**src/hw/vrc_pkg.sv**
```systemverilog
// Constants, offsets and helpers shared by the voltage reference controls
// ----------------------------------------------------------------------------
// ----------------------------------------------------------------------------
package vrc_pkg;

    // ------------------------------------------------------------------------
    // Register offsets
    // ------------------------------------------------------------------------
    localparam logic [7:0] ADDR_TRIM = 8'h00;
    localparam logic [7:0] ADDR_SC   = 8'h01;
    localparam logic [7:0] ADDR_ISTA = 8'h02;
    localparam logic [7:0] ADDR_IMSK = 8'h03;

    // ------------------------------------------------------------------------
    // Field positions and encodings
    // ------------------------------------------------------------------------
    localparam int         SC_EN_BIT   = 7;
    localparam int         SC_ST_BIT   = 2;
    localparam logic [1:0] MODE_STBY   = 2'h0;
    localparam logic [1:0] MODE_LP     = 2'h1;
    localparam logic [1:0] MODE_TR     = 2'h2;
    localparam logic [1:0] MODE_RSVD   = 2'h3;
    localparam int         EV_STABLE   = 0;
    localparam int         EV_LOST     = 1;
    localparam int         EV_RSVD     = 2;
    localparam int         EV_W        = 3;

    // ------------------------------------------------------------------------
    // Reset values and counts
    // ------------------------------------------------------------------------
    localparam logic [7:0]      TRIM_RST    = 8'hff;
    localparam logic [1:0]      MODE_RST    = 2'h0;
    localparam logic [EV_W-1:0] IMSK_RST    = 3'h0;
    localparam int              STARTUP_CYC = 500;

    // Reserved mode is treated as off so the analog side never sees it
    function automatic logic ref_active(input logic en, input logic [1:0] mode);
        ref_active = en && (mode != MODE_RSVD);
    endfunction : ref_active

endpackage : vrc_pkg

```
**src/hw/vrc_ctl_if.sv**
```systemverilog
// Link between the register bank and its startup timer
`timescale 1ns/1ps
interface vrc_ctl_if;
    logic ref_on;
    logic stable;

    modport ctl (output ref_on, input stable);
    modport tmr (input ref_on, output stable);
endinterface : vrc_ctl_if

```
**src/hw/vrc_regs.sv**
```systemverilog
// Register bank and analog enable decode for the voltage reference
//
// Decided for this implementation: the address-and-strobe port.
`timescale 1ns/1ps
module vrc_regs #(
    parameter int STARTUP_CYCLES = vrc_pkg::STARTUP_CYC
) (
    input  wire logic       core_clk,
    input  wire logic       rst,
    input  wire logic [7:0] addr,
    input  wire logic [7:0] wr_data,
    input  wire logic       wr_en,
    input  wire logic       rd_en,
    output logic      [7:0] rd_data,
    output logic      [7:0] trim_code,
    output logic            bandgap_on,
    output logic            lp_buf_on,
    output logic            tr_buf_on,
    output logic            irq
);

    // ------------------------------------------------------------------------
    // Declarations
    // ------------------------------------------------------------------------
    logic [7:0]               trim_reg;
    logic                     en_reg;
    logic [1:0]               mode_reg;
    logic [vrc_pkg::EV_W-1:0] ista_reg;
    logic [vrc_pkg::EV_W-1:0] ista_next;
    logic [vrc_pkg::EV_W-1:0] imsk_reg;
    logic [vrc_pkg::EV_W-1:0] ev;
    logic                     stable_d_reg;
    logic                     bandgap_reg;
    logic                     lp_reg;
    logic                     tr_reg;
    logic                     irq_reg;
    logic [7:0]               rd_data_reg;
    logic [7:0]               rd_mux;
    logic                     wr_trim;
    logic                     wr_sc;
    logic                     wr_ista;
    logic                     wr_imsk;
    logic                     active;

    vrc_ctl_if u_if ();

    // ------------------------------------------------------------------------
    // Write decode
    // ------------------------------------------------------------------------
    assign wr_trim = wr_en && (addr == vrc_pkg::ADDR_TRIM);
    assign wr_sc   = wr_en && (addr == vrc_pkg::ADDR_SC);
    assign wr_ista = wr_en && (addr == vrc_pkg::ADDR_ISTA);
    assign wr_imsk = wr_en && (addr == vrc_pkg::ADDR_IMSK);

    assign active    = vrc_pkg::ref_active(en_reg, mode_reg);
    assign u_if.ref_on = active;

    // ------------------------------------------------------------------------
    // Trim register
    // ------------------------------------------------------------------------
    // The code passes straight through; its odd ordering is the analog side's
    always_ff @(posedge core_clk) begin
        if (rst) begin
            trim_reg <= vrc_pkg::TRIM_RST;
        end else if (wr_trim) begin
            trim_reg <= wr_data;
        end
    end

    // ------------------------------------------------------------------------
    // Status and control register
    // ------------------------------------------------------------------------
    always_ff @(posedge core_clk) begin
        if (rst) begin
            en_reg <= 1'b0;
        end else if (wr_sc) begin
            en_reg <= wr_data[vrc_pkg::SC_EN_BIT];
        end
    end

    // The reserved code is stored as written so software reads back its value
    always_ff @(posedge core_clk) begin
        if (rst) begin
            mode_reg <= vrc_pkg::MODE_RST;
        end else if (wr_sc) begin
            mode_reg <= wr_data[1:0];
        end
    end

    // ------------------------------------------------------------------------
    // Startup timer
    // ------------------------------------------------------------------------
    vrc_startup #(
        .STARTUP_CYCLES (STARTUP_CYCLES)
    ) u_startup (
        .core_clk (core_clk),
        .rst      (rst),
        .tmr      (u_if.tmr)
    );

    // ------------------------------------------------------------------------
    // Analog controls
    // ------------------------------------------------------------------------
    // Registered so the analog switches never see decode glitches
    always_ff @(posedge core_clk) begin
        if (rst) begin
            bandgap_reg <= 1'b0;
        end else begin
            bandgap_reg <= active;
        end
    end

    always_ff @(posedge core_clk) begin
        if (rst) begin
            lp_reg <= 1'b0;
        end else begin
            lp_reg <= active && (mode_reg == vrc_pkg::MODE_LP);
        end
    end

    always_ff @(posedge core_clk) begin
        if (rst) begin
            tr_reg <= 1'b0;
        end else begin
            tr_reg <= active && (mode_reg == vrc_pkg::MODE_TR);
        end
    end

    // ------------------------------------------------------------------------
    // Interrupt events
    // ------------------------------------------------------------------------
    always_ff @(posedge core_clk) begin
        if (rst) begin
            stable_d_reg <= 1'b0;
        end else begin
            stable_d_reg <= u_if.stable;
        end
    end

    always_comb begin
        ev                     = '0;
        ev[vrc_pkg::EV_STABLE] = u_if.stable && !stable_d_reg;
        ev[vrc_pkg::EV_LOST]   = !u_if.stable && stable_d_reg;
        ev[vrc_pkg::EV_RSVD]   = wr_sc && wr_data[vrc_pkg::SC_EN_BIT]
                                 && (wr_data[1:0] == vrc_pkg::MODE_RSVD);
    end

    // An event landing on a clearing write still sets its bit
    always_comb begin
        ista_next = ista_reg;
        if (wr_ista) begin
            ista_next = ista_next & ~wr_data[vrc_pkg::EV_W-1:0];
        end
        ista_next = ista_next | ev;
    end

    always_ff @(posedge core_clk) begin
        if (rst) begin
            ista_reg <= '0;
        end else begin
            ista_reg <= ista_next;
        end
    end

    always_ff @(posedge core_clk) begin
        if (rst) begin
            imsk_reg <= vrc_pkg::IMSK_RST;
        end else if (wr_imsk) begin
            imsk_reg <= wr_data[vrc_pkg::EV_W-1:0];
        end
    end

    // One cycle behind the status bits, traded for a clean flop output
    always_ff @(posedge core_clk) begin
        if (rst) begin
            irq_reg <= 1'b0;
        end else begin
            irq_reg <= |(ista_reg & imsk_reg);
        end
    end

    // ------------------------------------------------------------------------
    // Read path
    // ------------------------------------------------------------------------
    always_comb begin
        rd_mux = '0;
        case (addr)
            vrc_pkg::ADDR_TRIM: begin
                rd_mux = trim_reg;
            end
            vrc_pkg::ADDR_SC: begin
                rd_mux[vrc_pkg::SC_EN_BIT] = en_reg;
                rd_mux[vrc_pkg::SC_ST_BIT] = u_if.stable;
                rd_mux[1:0]                = mode_reg;
            end
            vrc_pkg::ADDR_ISTA: begin
                rd_mux[vrc_pkg::EV_W-1:0] = ista_reg;
            end
            vrc_pkg::ADDR_IMSK: begin
                rd_mux[vrc_pkg::EV_W-1:0] = imsk_reg;
            end
            default: begin
                rd_mux = '0;
            end
        endcase
    end

    // Data is shown only in the cycle after the strobe, zero otherwise
    always_ff @(posedge core_clk) begin
        if (rst) begin
            rd_data_reg <= '0;
        end else if (rd_en) begin
            rd_data_reg <= rd_mux;
        end else begin
            rd_data_reg <= '0;
        end
    end

    assign rd_data    = rd_data_reg;
    assign trim_code  = trim_reg;
    assign bandgap_on = bandgap_reg;
    assign lp_buf_on  = lp_reg;
    assign tr_buf_on  = tr_reg;
    assign irq        = irq_reg;

    // ------------------------------------------------------------------------
    // Checks
    // ------------------------------------------------------------------------
    property p_trim;
        @(posedge core_clk) disable iff (rst)
        wr_trim |=> (trim_code == $past(wr_data));
    endproperty
    a_trim: assert property (p_trim)
        else $error("trim code not taken from write");

    property p_en_rdback;
        @(posedge core_clk) disable iff (rst)
        (wr_sc ##1 (rd_en && (addr == vrc_pkg::ADDR_SC) && !wr_en))
        |=> (rd_data[vrc_pkg::SC_EN_BIT] == $past(wr_data[vrc_pkg::SC_EN_BIT], 2));
    endproperty
    a_en_rdback: assert property (p_en_rdback)
        else $error("enable bit does not read back");

    property p_st_ro;
        @(posedge core_clk) disable iff (rst)
        (rd_en && (addr == vrc_pkg::ADDR_SC))
        |=> (rd_data[vrc_pkg::SC_ST_BIT] == $past(u_if.stable));
    endproperty
    a_st_ro: assert property (p_st_ro)
        else $error("stable bit read does not show timer state");

    property p_mode_rdback;
        @(posedge core_clk) disable iff (rst)
        (wr_sc ##1 (rd_en && (addr == vrc_pkg::ADDR_SC) && !wr_en))
        |=> (rd_data[1:0] == $past(wr_data[1:0], 2));
    endproperty
    a_mode_rdback: assert property (p_mode_rdback)
        else $error("mode field does not read back");

    property p_rsvd;
        @(posedge core_clk) disable iff (rst)
        (en_reg && (mode_reg == vrc_pkg::MODE_RSVD))
        |=> (!bandgap_on && !lp_buf_on && !tr_buf_on && !u_if.stable);
    endproperty
    a_rsvd: assert property (p_rsvd)
        else $error("reserved mode did not act as off");

    property p_off;
        @(posedge core_clk) disable iff (rst)
        !en_reg |=> (!bandgap_on && !lp_buf_on && !tr_buf_on);
    endproperty
    a_off: assert property (p_off)
        else $error("analog parts on while disabled");

    property p_stby;
        @(posedge core_clk) disable iff (rst)
        (en_reg && (mode_reg == vrc_pkg::MODE_STBY))
        |=> (bandgap_on && !lp_buf_on && !tr_buf_on);
    endproperty
    a_stby: assert property (p_stby)
        else $error("standby mode decode wrong");

    property p_lp;
        @(posedge core_clk) disable iff (rst)
        (en_reg && (mode_reg == vrc_pkg::MODE_LP))
        |=> (bandgap_on && lp_buf_on && !tr_buf_on);
    endproperty
    a_lp: assert property (p_lp)
        else $error("low-power mode decode wrong");

    property p_tr;
        @(posedge core_clk) disable iff (rst)
        (en_reg && (mode_reg == vrc_pkg::MODE_TR))
        |=> (bandgap_on && !lp_buf_on && tr_buf_on);
    endproperty
    a_tr: assert property (p_tr)
        else $error("tight-regulation mode decode wrong");

    property p_en_start;
        @(posedge core_clk) disable iff (rst)
        $rose(active) |-> !u_if.stable [*2];
    endproperty
    a_en_start: assert property (p_en_start)
        else $error("stable flag set right at enable");

    property p_keep;
        @(posedge core_clk) disable iff (rst)
        (u_if.stable && active && wr_sc && wr_data[vrc_pkg::SC_EN_BIT]
         && (wr_data[1:0] != vrc_pkg::MODE_RSVD)) |=> u_if.stable;
    endproperty
    a_keep: assert property (p_keep)
        else $error("mode change cleared stable flag");

    property p_irq;
        @(posedge core_clk) disable iff (rst)
        ##1 (irq == |($past(ista_reg) & $past(imsk_reg)));
    endproperty
    a_irq: assert property (p_irq)
        else $error("interrupt output disagrees with status and mask");

    property p_set_wins;
        @(posedge core_clk) disable iff (rst)
        (ev[vrc_pkg::EV_STABLE] && wr_ista) |=> ista_reg[vrc_pkg::EV_STABLE];
    endproperty
    a_set_wins: assert property (p_set_wins)
        else $error("event lost under clearing write");

endmodule : vrc_regs

```
**src/hw/vrc_startup.sv**
```systemverilog
// Startup and stabilisation timer for the voltage reference
`timescale 1ns/1ps
module vrc_startup #(
    parameter int STARTUP_CYCLES = vrc_pkg::STARTUP_CYC
) (
    input wire logic core_clk,
    input wire logic rst,
    vrc_ctl_if.tmr   tmr
);

    localparam int            CW   = $clog2(STARTUP_CYCLES + 1);
    localparam logic [CW-1:0] LAST = CW'(STARTUP_CYCLES - 1);

    logic [CW-1:0] cnt_reg;
    logic          stable_reg;
    int            on_run_reg;

    // ------------------------------------------------------------------------
    // Counter
    // ------------------------------------------------------------------------
    // Dropping ref_on clears the count, so the next enable starts afresh
    always_ff @(posedge core_clk) begin
        if (rst || !tmr.ref_on) begin
            cnt_reg <= '0;
        end else if (!stable_reg) begin
            cnt_reg <= cnt_reg + 1'b1;
        end
    end

    // Only ref_on matters, so a mode swap among live modes keeps the flag
    always_ff @(posedge core_clk) begin
        if (rst || !tmr.ref_on) begin
            stable_reg <= 1'b0;
        end else if (cnt_reg == LAST) begin
            stable_reg <= 1'b1;
        end
    end

    assign tmr.stable = stable_reg;

    // ------------------------------------------------------------------------
    // Checks
    // ------------------------------------------------------------------------
    always_ff @(posedge core_clk) begin
        if (rst || !tmr.ref_on) begin
            on_run_reg <= 0;
        end else if (on_run_reg < STARTUP_CYCLES) begin
            on_run_reg <= on_run_reg + 1;
        end
    end

    property p_start_wait;
        @(posedge core_clk) disable iff (rst)
        (on_run_reg < STARTUP_CYCLES) |-> !tmr.stable;
    endproperty
    a_start_wait: assert property (p_start_wait)
        else $error("stable flag rose before startup time");

    property p_start_done;
        @(posedge core_clk) disable iff (rst)
        (on_run_reg >= STARTUP_CYCLES) |-> tmr.stable;
    endproperty
    a_start_done: assert property (p_start_done)
        else $error("stable flag missing after startup time");

endmodule : vrc_startup

```
**config.mk**
```make
export PLATFORM = sky130hd
export DESIGN_NAME = vrc_regs
export DESIGN_NICKNAME = d
export VERILOG_FILES = /design/src/hw/vrc_pkg.sv /design/src/hw/vrc_ctl_if.sv /design/src/hw/vrc_regs.sv /design/src/hw/vrc_startup.sv
export SDC_FILE = /design/constraint.sdc
export NUM_CORES = 1
export LEC_CHECK = 0
export ABC_AREA = 0
export CAP_MARGIN = 5
export CORE_MARGIN = 5
export CORE_UTILIZATION = 65
export DETAILED_ROUTE_END_ITERATION = 16
export DONT_BUFFER_PORTS = 1
export PLACE_DENSITY_LB_ADDON = 0.25
export REMOVE_ABC_BUFFERS = 1
export SETUP_SLACK_MARGIN = 0.15
export SKIP_LAST_GASP = 1
export SLEW_MARGIN = 20
export SYNTH_ARGS = -nofsm -noshare
export SYNTH_HDL_FRONTEND = slang
export SYNTH_SLANG_ARGS = --single-unit
```
**constraint.sdc**
```tcl
create_clock -name core_clk -period 4.45 [get_ports core_clk]
set_input_delay 0.89 -clock core_clk [delete_from_list [all_inputs] [get_ports core_clk]]
set_output_delay 0.89 -clock core_clk [all_outputs]
set_load 0.02 [all_outputs]
```
==> metrics.yaml, run 1 <==
cts_tree: "built"
fmax_ghz: 0.501
tns_ps: 0
rsz0062_at_grt: "false"
ys_seq_elements: 40
synth_area_um2: 1670
placed_cells: 192
dr.pass1.iters: 5
hold_depth: 2
root_buffer: "clkbuf_4"
die_y_um: 60.7
critical-path-max-stage-delay_ps: 610
die_w_um: 60.7
routed_wl_um: 3360
startpoint_type: "input pin"
fin_area_um2: 1720
drtIter0Drc: 85
leakagePower_nw: 0.591
outcome: "completed"
route.detailed.drc: 0
grt_pass1_wl_um: 5430
hold_buffers: 0
cp.arrival_ps: 2300
worstPathRequired_ps: 4750
core_area_um2: 2480
io_pins: 40
hold_slack_ps: 464
antenna_found_initial: 0
h-tree-depth: 2
hold_violations: 0
final.period_utilization: 0.449
reg2reg_from: "u_startup.tmr.stable$_SDFFE_PP0N_"
numPortBuffers: 0
mostFrequentLayoutCells: "40 x dfxtp_1, 23 x nor2_1, 13 x mux2i_1"
drv_cap: 0
cts.reportedPaths.clkPinSlew_ps: 110
async_flop_share: 0
grt_pass1_vias: 1221
crit_chain: "or4_4 > nor4_1 > and2_1"
finalSetupViolCount: 0
cts_buffer_depth: 2
largest_reg_flops: 9
power_density_nw_per_um2: 321
cp_top_family: "simple AND/OR/NAND/NOR gates"
worstSetupPathType: "input pin to flop"
drv_slew: 0
ys_warn_count: 0
synth.distinct_cells: 33
dominantRegCellSynth: "dfxtp_1"
cts_resized: 0
gp_congestion: 0.812
final_common_cell: "dfxtp_1"
clkLatencyLatePin_ps: 350
area_growth_pct: 2.92
hold_start: "stable_d_reg$_SDFF_PP0_"
reg2reg_depth: 3
ant_nets: 0
row_count: 18
drive_gt1_frac: 0.0824
avgRoutedWirePerCell_um: 16.8
cp_max_fo: 12
cts_setup_buffers: 0
nNetsFinal: 190
vdd_drop_max_uv: 277
startpoint: "addr[3]"
worstMarginPinSlew_ps: 603
crit_slowest_cell: "or4_4"
grt_max_degree: 32
route.vias.total: 1256
cts_num_sinks: 40
reg2reg_slack_ps: 3010
routed_via_density: 6.28
critical_path_buf_inv_count: 0
slew_headroom: 0.594
synthCells: 172
ys_seq_area_frac: 0.479
synth_edf_count: 0
grt_overflow: 0
placed_area_um2: 1660
syn_avg_cell_area_um2: 9.71
die_area_um2: 3680
initial_core_util: 0.674
hpwlAfterDp_um: 2510
crit_cells: 3
instances_no_fill: 200
min_path_type: "flop to flop"
period_needed_ps: 2000
antenna_cells: 0
cp-end-kind: "flop"
skew_ps: 6.36
cts_buffers: 5
grt_use_total: 0.202
## routing by layer
metal / GRT usage / share of wire / wire length (um)
met2: 0.339 / 0.48 / 1630
met1: 0.223 / 0.40 / 1340
met5: 0 / 0 / 0
met3: 0.0979 / 0.10 / 336
met4: 0.0681 / 0.017 / 57
## stage by stage
stage / utilization / total power [mW] / worst slack, ps
final: 0.694 / 0.551 / 2450
after global routing: 0.694 / 0.581 / 2360
after CTS: 0.694 / 0.557 / 2450
after detailed placement: 0.671 / 0.382 / 2080
after global placement: 0.671 / 0.381 / 2140
after floorplan: - / 0.380 / 2240
## Yosys cell counts, drive strengths merged (2+ instances only)
| cell type | n | area (um2) |
|---|---|---|
| xor2 | 3 | 26.3 |
| o31ai | 4 | 30.0 |
| mux4 | 3 | 67.6 |
| dfxtp | 40 | 801 |
| nand4b | 2 | 17.5 |
| or3 | 6 | 37.5 |
| nand2b | 10 | 62.6 |
| nor3b | 2 | 15.0 |
| mux2i | 13 | 130 |
| o41ai | 3 | 26.3 |
| nor2 | 23 | 86.3 |
| nand2 | 7 | 26.3 |
| clkbuf | 9 | 33.8 |
| and2 | 4 | 25.0 |
| nor4 | 4 | 25.0 |
| or4 | 3 | 26.3 |
| nor2b | 5 | 31.3 |
| nand4 | 4 | 25.0 |
| o21ai | 3 | 15.0 |
| a21oi | 10 | 50.1 |
| nand3 | 3 | 15.0 |
## worst register-to-register path, stage by stage (launching register included)
cell and delay (ps):
dfxtp_1 440, nand3b_1 270, or4_1 520, a21oi_1 140
## cells by family (layout without fill, tap and decap cells)
| kind of cell | count (synthesis) | count (layout) | synth area share |
|---|---|---|---|
| buf+inv | 11 | 9 | 0.0292 |
| xor+xnor | 4 | 4 | 0.0210 |
| compound gates | 23 | 23 | 0.0876 |
| mux | 16 | 16 | 0.118 |
| flops | 40 | 40 | 0.479 |
| fa+ha+maj | 1 | 1 | 0.00749 |
| simple gates | 77 | 77 | 0.257 |
## layout make-up
type / count / area, um2
multi-input combinational: 121 / 821
sequential: 40 / 801
fill: 197 / 758
clock buffer: 5 / 37.5
tap: 30 / 37.5
clock inverter: 3 / 18.8
inverter: 1 / 3.75
## final timing paths
| path | endpoint |
|---|---|
| worst max-delay path | rd_data[3]$_SDFF_PP0_ |
| worst min-delay path | ista_reg[1]$_SDFF_PP0_ |
| worst max register to register | u_startup.cnt_reg[7]$_SDFFE_PP0N_ |
| worst min register to register | ista_reg[1]$_SDFF_PP0_ |
## report_power, final
part	switching, mW	leakage (nW)	internal (mW)	total, mW
sequential	0.000407	0.322	0.358	0.359
combinational	0.00761	0.234	0.00823	0.0158
clock	0.116	0.0349	0.0607	0.177
total	0.124	0.591	0.427	0.551
(Power assumes the default switching activity.)
==> inputs of run 2 (changes only) <==
--- a/config.mk
+++ b/config.mk
@@ -5,10 +5,10 @@
 export SDC_FILE = /design/constraint.sdc
 export NUM_CORES = 1
 export LEC_CHECK = 0
-export ABC_AREA = 0
+export ABC_AREA = 1
 export CAP_MARGIN = 5
 export CORE_MARGIN = 5
-export CORE_UTILIZATION = 65
+export CORE_UTILIZATION = 61
 export DETAILED_ROUTE_END_ITERATION = 16
 export DONT_BUFFER_PORTS = 1
 export PLACE_DENSITY_LB_ADDON = 0.25
==> constraint.sdc (replaced) <==
create_clock -name core_clk -period 2 [get_ports core_clk]
set_input_delay 0.4 -clock core_clk [delete_from_list [all_inputs] [get_ports core_clk]]
set_output_delay 0.4 -clock core_clk [all_outputs]
set_load 0.02 [all_outputs]
==> metrics.yaml, run 2 <==
outcome: "completed"
min_path_type: "input pin to flop"
finalSetupViolCount: 0
synth_edf_count: 0
synthCells: 229
row_count: 19
worstSetupPathType: "flop to flop"
reg2reg_slack_ps: 710
hpwlAfterDp_um: 2380
hold_buffers: 0
cts_setup_buffers: 0
die_area_um2: 3950
routed_wl_um: 3140
synth.most_common_cell: "nand2_1"
grt_overflow: 0
avgRoutedWirePerCell_um: 11.8
synth_area_um2: 1700
highest_layer: "met4"
leakagePower_nw: 0.810
instances_no_fill: 265
hold_violations: 0
gp_congestion: 0.844
multi_input_area_um2: 787
dr_wl_met3_um: 266
numPortBuffers: 0
met1_length_um: 1340
die_w_um: 62.8
initial_core_util: 0.628
fill_cells: 237
cts_resized: 0
area_growth_pct: 7.57
rsz0062_at_grt: "false"
ys_warn_count: 0
dominantRegCellSynth: "dfxtp_1"
critical-path-max-stage-delay_ps: 380
tns_ps: 0
core_area_um2: 2710
clkLatencyLatePin_ps: 330
async_flop_share: 0
dr_wl_met2_um: 1460
cts_tree: "built"
ys_seq_area_frac: 0.471
placed_cells: 258
cp-end-kind: "flop"
final_common_cell: "nand2_1"
slew_headroom: 0.781
grt_use_total: 0.175
drtIter0Drc: 99
worstPathRequired_ps: 2230
largest_reg_flops: 9
placed_area_um2: 1730
power_density_nw_per_um2: 794
h-tree-depth: 2
fin_area_um2: 1830
cts.reportedPaths.clkPinSlew_ps: 110
die_y_um: 62.8
fmax_ghz: 0.776
root_buffer: "clkbuf_4"
route.detailed.drc: 0
final.period_utilization: 0.645
yosys.area.top_type: "dfxtp_1"
grt_max_degree: 16
skew_ps: 5.51
drv_cap: 0
grt_pass1_wl_um: 5550
routed_via_density: 5.22
io_pins: 40
synthTopCellsByArea: "dfxtp_1 47%, nand2_1 15%, nand3_1 6.2%"
ant_nets: 0
cp_max_fo: 3
synth_top_cell_area_share: 0.471
antenna_cells: 0
period_needed_ps: 1290
drv_slew: 0
synth_common_cells: "67 x nand2_1, 40 x dfxtp_1, 28 x nor2_1"
startpoint_type: "flop"
cts_buffer_depth: 2
mostFrequentLayoutCells: "67 x nand2_1, 40 x dfxtp_1, 28 x nor2_1"
cts_num_sinks: 40
dr.pass1.iters: 4
critical_path_buf_inv_count: 1
route.vias.total: 1383
syn_avg_cell_area_um2: 7.43
cp.arrival_ps: 1520
worstMarginPinSlew_ps: 324
ys_seq_elements: 40
vdd_drop_max_uv: 711
synth.distinct_cells: 24
seq_area_um2: 801
cp_top_family: "flip-flops"
drive_gt1_frac: 0.115
cts_buffers: 5
nNetsFinal: 255
power_mw: 1.45
crit_slowest_cell: "dfxtp_1"
antenna_found_initial: 0
crit_chain: "ha_1 > nand3_1 > nor2_2 > inv_1 > o21ai_1 > a21oi_1"
grt_pass1_vias: 1251
run 2: cell types whose count changed after synthesis, moves of 6 or more:
cell,previous run,this run
a21oi_1,10,18
clkbuf_1,9,0
inv_1,1,21
mux2i_1,13,0
nand2_1,7,67
nand2b_1,10,0
nand3_1,3,21
or3_1,6,0
run 2: worst paths after layout:
path / startpoint / end / depth (start not counted)
min: rst / ista_reg[2]$_SDFF_PP0_ / 1
min reg2reg: stable_d_reg$_SDFF_PP0_ / ista_reg[1]$_SDFF_PP0_ / 2
max: u_startup.cnt_reg[0]$_SDFFE_PP0N_ / u_startup.cnt_reg[6]$_SDFFE_PP0N_ / 6
max reg2reg: u_startup.cnt_reg[0]$_SDFFE_PP0N_ / u_startup.cnt_reg[6]$_SDFFE_PP0N_ / 6
run 2: power by group:
part | internal, mW | total (mW) | switching (mW)
combinational | 0.00971 | 0.0319 | 0.0222
clock | 0.383 | 0.624 | 0.241
sequential | 0.797 | 0.798 | 0.00128
total | 1.19 | 1.45 | 0.264
run 2: layer usage:
layer | GRT usage | vias to the layer above
li1 | - | 732
met1 | 0.204 | 599
met2 | 0.277 | 45
met3 | 0.0827 | 7
met4 | 0.0637 | 0
met5 | 0 | -
run 2: worst register-to-register path, stage by stage, from the launching register on:
cell and delay (ps):
dfxtp_1 380, ha_1 210, nand3_1 120, nor2_2 160
inv_1 80, o21ai_1 160, a21oi_1 80
run 2: cell families (layout without fill, tap and decap cells):
group           count (synthesis)  after routing  synth area share
simple gates                  134            134             0.371
xor+xnor                        1              1           0.00515
compound gates                 25             25            0.0787
flops                          40             40             0.471
fa+ha+maj                       1              1           0.00735
buf+inv                        28             33            0.0669
run 2: final cells by class:
class | instances | area share
timing repair buffer | 1 | 0.00410
inverter | 25 | 0.0540
multi-input combinational | 161 | 0.430
clock buffer | 5 | 0.0205
tap | 31 | 0.0212
clock inverter | 2 | 0.0328
sequential | 40 | 0.437
run 2: through the flow:
| stage | util | hold WS, ps | setup WS [ps] |
|---|---|---|---|
| floorplan | - | 438 | 824 |
| global placement | 0.639 | 448 | 739 |
| detailed placement | 0.639 | 451 | 741 |
| CTS | 0.675 | 98.0 | 722 |
| global route | 0.675 | 63.9 | 590 |
| finish | 0.675 | 116 | 711 |
==> inputs of run 3 (changes only) <==
--- a/config.mk
+++ b/config.mk
@@ -8,7 +8,7 @@
 export ABC_AREA = 1
 export CAP_MARGIN = 5
 export CORE_MARGIN = 5
-export CORE_UTILIZATION = 61
+export CORE_UTILIZATION = 55
 export DETAILED_ROUTE_END_ITERATION = 16
 export DONT_BUFFER_PORTS = 1
 export PLACE_DENSITY_LB_ADDON = 0.25
==> constraint.sdc (replaced) <==
create_clock -name core_clk -period 1.05 [get_ports core_clk]
set_input_delay 0.21 -clock core_clk [delete_from_list [all_inputs] [get_ports core_clk]]
set_output_delay 0.21 -clock core_clk [all_outputs]
set_load 0.02 [all_outputs]
==> metrics.yaml, run 3 (synthesis gave the netlist of run 2 again) <==
tns_ps: -261
fmax_ghz: 0.874
worstPathRequired_ps: 1310
setup_ws_ps: -93.9
instances_no_fill: 299
cts_buffers: 5
finalSetupViolCount: 9
reg2reg_from: "u_startup.cnt_reg[2]$_SDFFE_PP0N_"
avgRoutedWirePerCell_um: 14.3
worstSetupPathType: "flop to flop"
grt_pass1_vias: 1469
antenna_found_initial: 0
die_y_um: 65.6
ant_nets: 0
vdd_drop_max_uv: 1250
route.vias.total: 1585
fill_cells: 211
drtIter0Drc: 98
switching_power_mw: 0.607
cts.reportedPaths.clkPinSlew_ps: 130
numPortBuffers: 0
power.internal_mw: 2.03
reg2reg_slack_ps: -90
hold_violations: 0
core_area_um2: 3000
clkPwrFrac: 0.398
leakagePower_nw: 0.985
final_util: 0.760
final_common_cell: "nand2_1"
hold_depth: 3
min_path_type: "input pin to flop"
period_needed_ps: 1140
swShare: 0.230
grt_pass1_wl_um: 6830
nNetsFinal: 286
slew_headroom: 0.733
io_pins: 40
clkLatencyLatePin_ps: 360
drv_cap: 0
hold_slack_ps: 18.0
route.detailed.drc: 0
dr_wl_met3_um: 226
reg2reg_to: "u_startup.cnt_reg[7]$_SDFFE_PP0N_"
die_area_um2: 4310
area_growth_pct: 34.2
rsz0062_at_grt: "true"
drive_gt1_frac: 0.368
failed_checks: "negative setup slack"
drv_slew: 0
seq_power_share: 0.560
initial_core_util: 0.567
hpwlAfterDp_um: 2560
hold_path_end: "imsk_reg[2]$_SDFFE_PP0P_"
antenna_cells: 0
die_w_um: 65.6
worstMarginPinSlew_ps: 401
cts_tree: "built"
highest_layer: "met4"
startpoint_type: "flop"
dr_wl_met2_um: 2300
power_mw: 2.64
cts_buffer_depth: 2
h-tree-depth: 2
dr.pass1.iters: 4
cp.arrival_ps: 1400
cp_max_fo: 4
startpoint: "u_startup.cnt_reg[2]$_SDFFE_PP0N_"
routed_via_density: 5.30
outcome: "complete, but fails checks"
row_count: 20
cp-end-kind: "flop"
grt_max_degree: 15
final.period_utilization: 1.09
grt_use_total: 0.210
hold_start: "wr_en"
mostFrequentLayoutCells: "66 x nand2_1, 21 x nor2_1, 19 x nand3_1"
gp_congestion: 0.838
met1_length_um: 1650
placed_cells: 271
power_density_nw_per_um2: 1160
skew_ps: 14.1
reg2reg_depth: 7
cts_num_sinks: 40
comb_power_share: 0.042
root_buffer: "clkbuf_4"
grt_overflow: 0
largest_reg_flops: 9
routed_wl_um: 4280
## run 3: through the flow
| step | instance area, um2 | worst slack [ps] |
|---|---|---|
| 6_report | 2280 | -93.9 |
| 5_1_grt | 2280 | -171 |
| 4_1_cts | 2190 | -60.2 |
| 3_5_place_dp | 1820 | -152 |
| 3_3_place_gp | 1820 | -87.8 |
| 2_1_floorplan | 1690 | -62.3 |
## run 3: power groups by stage
stage	combinational [mW]	sequential, mW	clock, mW
finish	0.111	1.48	1.05
global route	0.120	1.48	1.12
CTS	0.107	1.48	1.07
detailed placement	0.0618	1.55	0
global placement	0.0604	1.55	0
floorplan	0.0495	1.55	0
## run 3: how the worst max path moves through the flow
stage	to	depth (start not counted)
2_1_floorplan	u_startup.cnt_reg[6]$_SDFFE_PP0N_	6
3_5_place_dp	u_startup.cnt_reg[6]$_SDFFE_PP0N_	6
6_report	u_startup.cnt_reg[7]$_SDFFE_PP0N_	7
4_1_cts	u_startup.cnt_reg[6]$_SDFFE_PP0N_	6
5_1_grt	u_startup.cnt_reg[7]$_SDFFE_PP0N_	7
3_3_place_gp	u_startup.cnt_reg[6]$_SDFFE_PP0N_	6
## run 3: area by class of cell
class | instances | area, um2 | share of cell area
well taps | 33 | 41.3 | 0.0181
inverters | 25 | 111 | 0.0488
flip-flops and latches | 40 | 877 | 0.384
repair buffers | 32 | 297 | 0.130
clock inverters | 3 | 46.3 | 0.0203
multi-input cells | 161 | 873 | 0.382
clock buffers | 5 | 37.5 | 0.0164
## run 3: what timing repair did
action / in CTS / in global routing
resized for setup: 61 / 22
endpoints found under the hold margin: 16 / 0
hold buffers: 11 / 0
buffers inserted: 6 / 3
pin swaps: 9 / 9
setup endpoints to repair: 33 / 36
## run 3: critical path, stage by stage, from the launching register on
cell     delay (ps)
dfxtp_2         380
nand2_1          70
nor2_2          130
nand3_2         110
nor2_2          130
nand3_1         110
nand2_1          80
nor2_1           40
## run 3: metal layers
metal	vias up	global-route usage
li1	800	-
met1	729	0.239
met2	46	0.377
met3	10	0.0581
met4	0	0.0622
met5	-	0
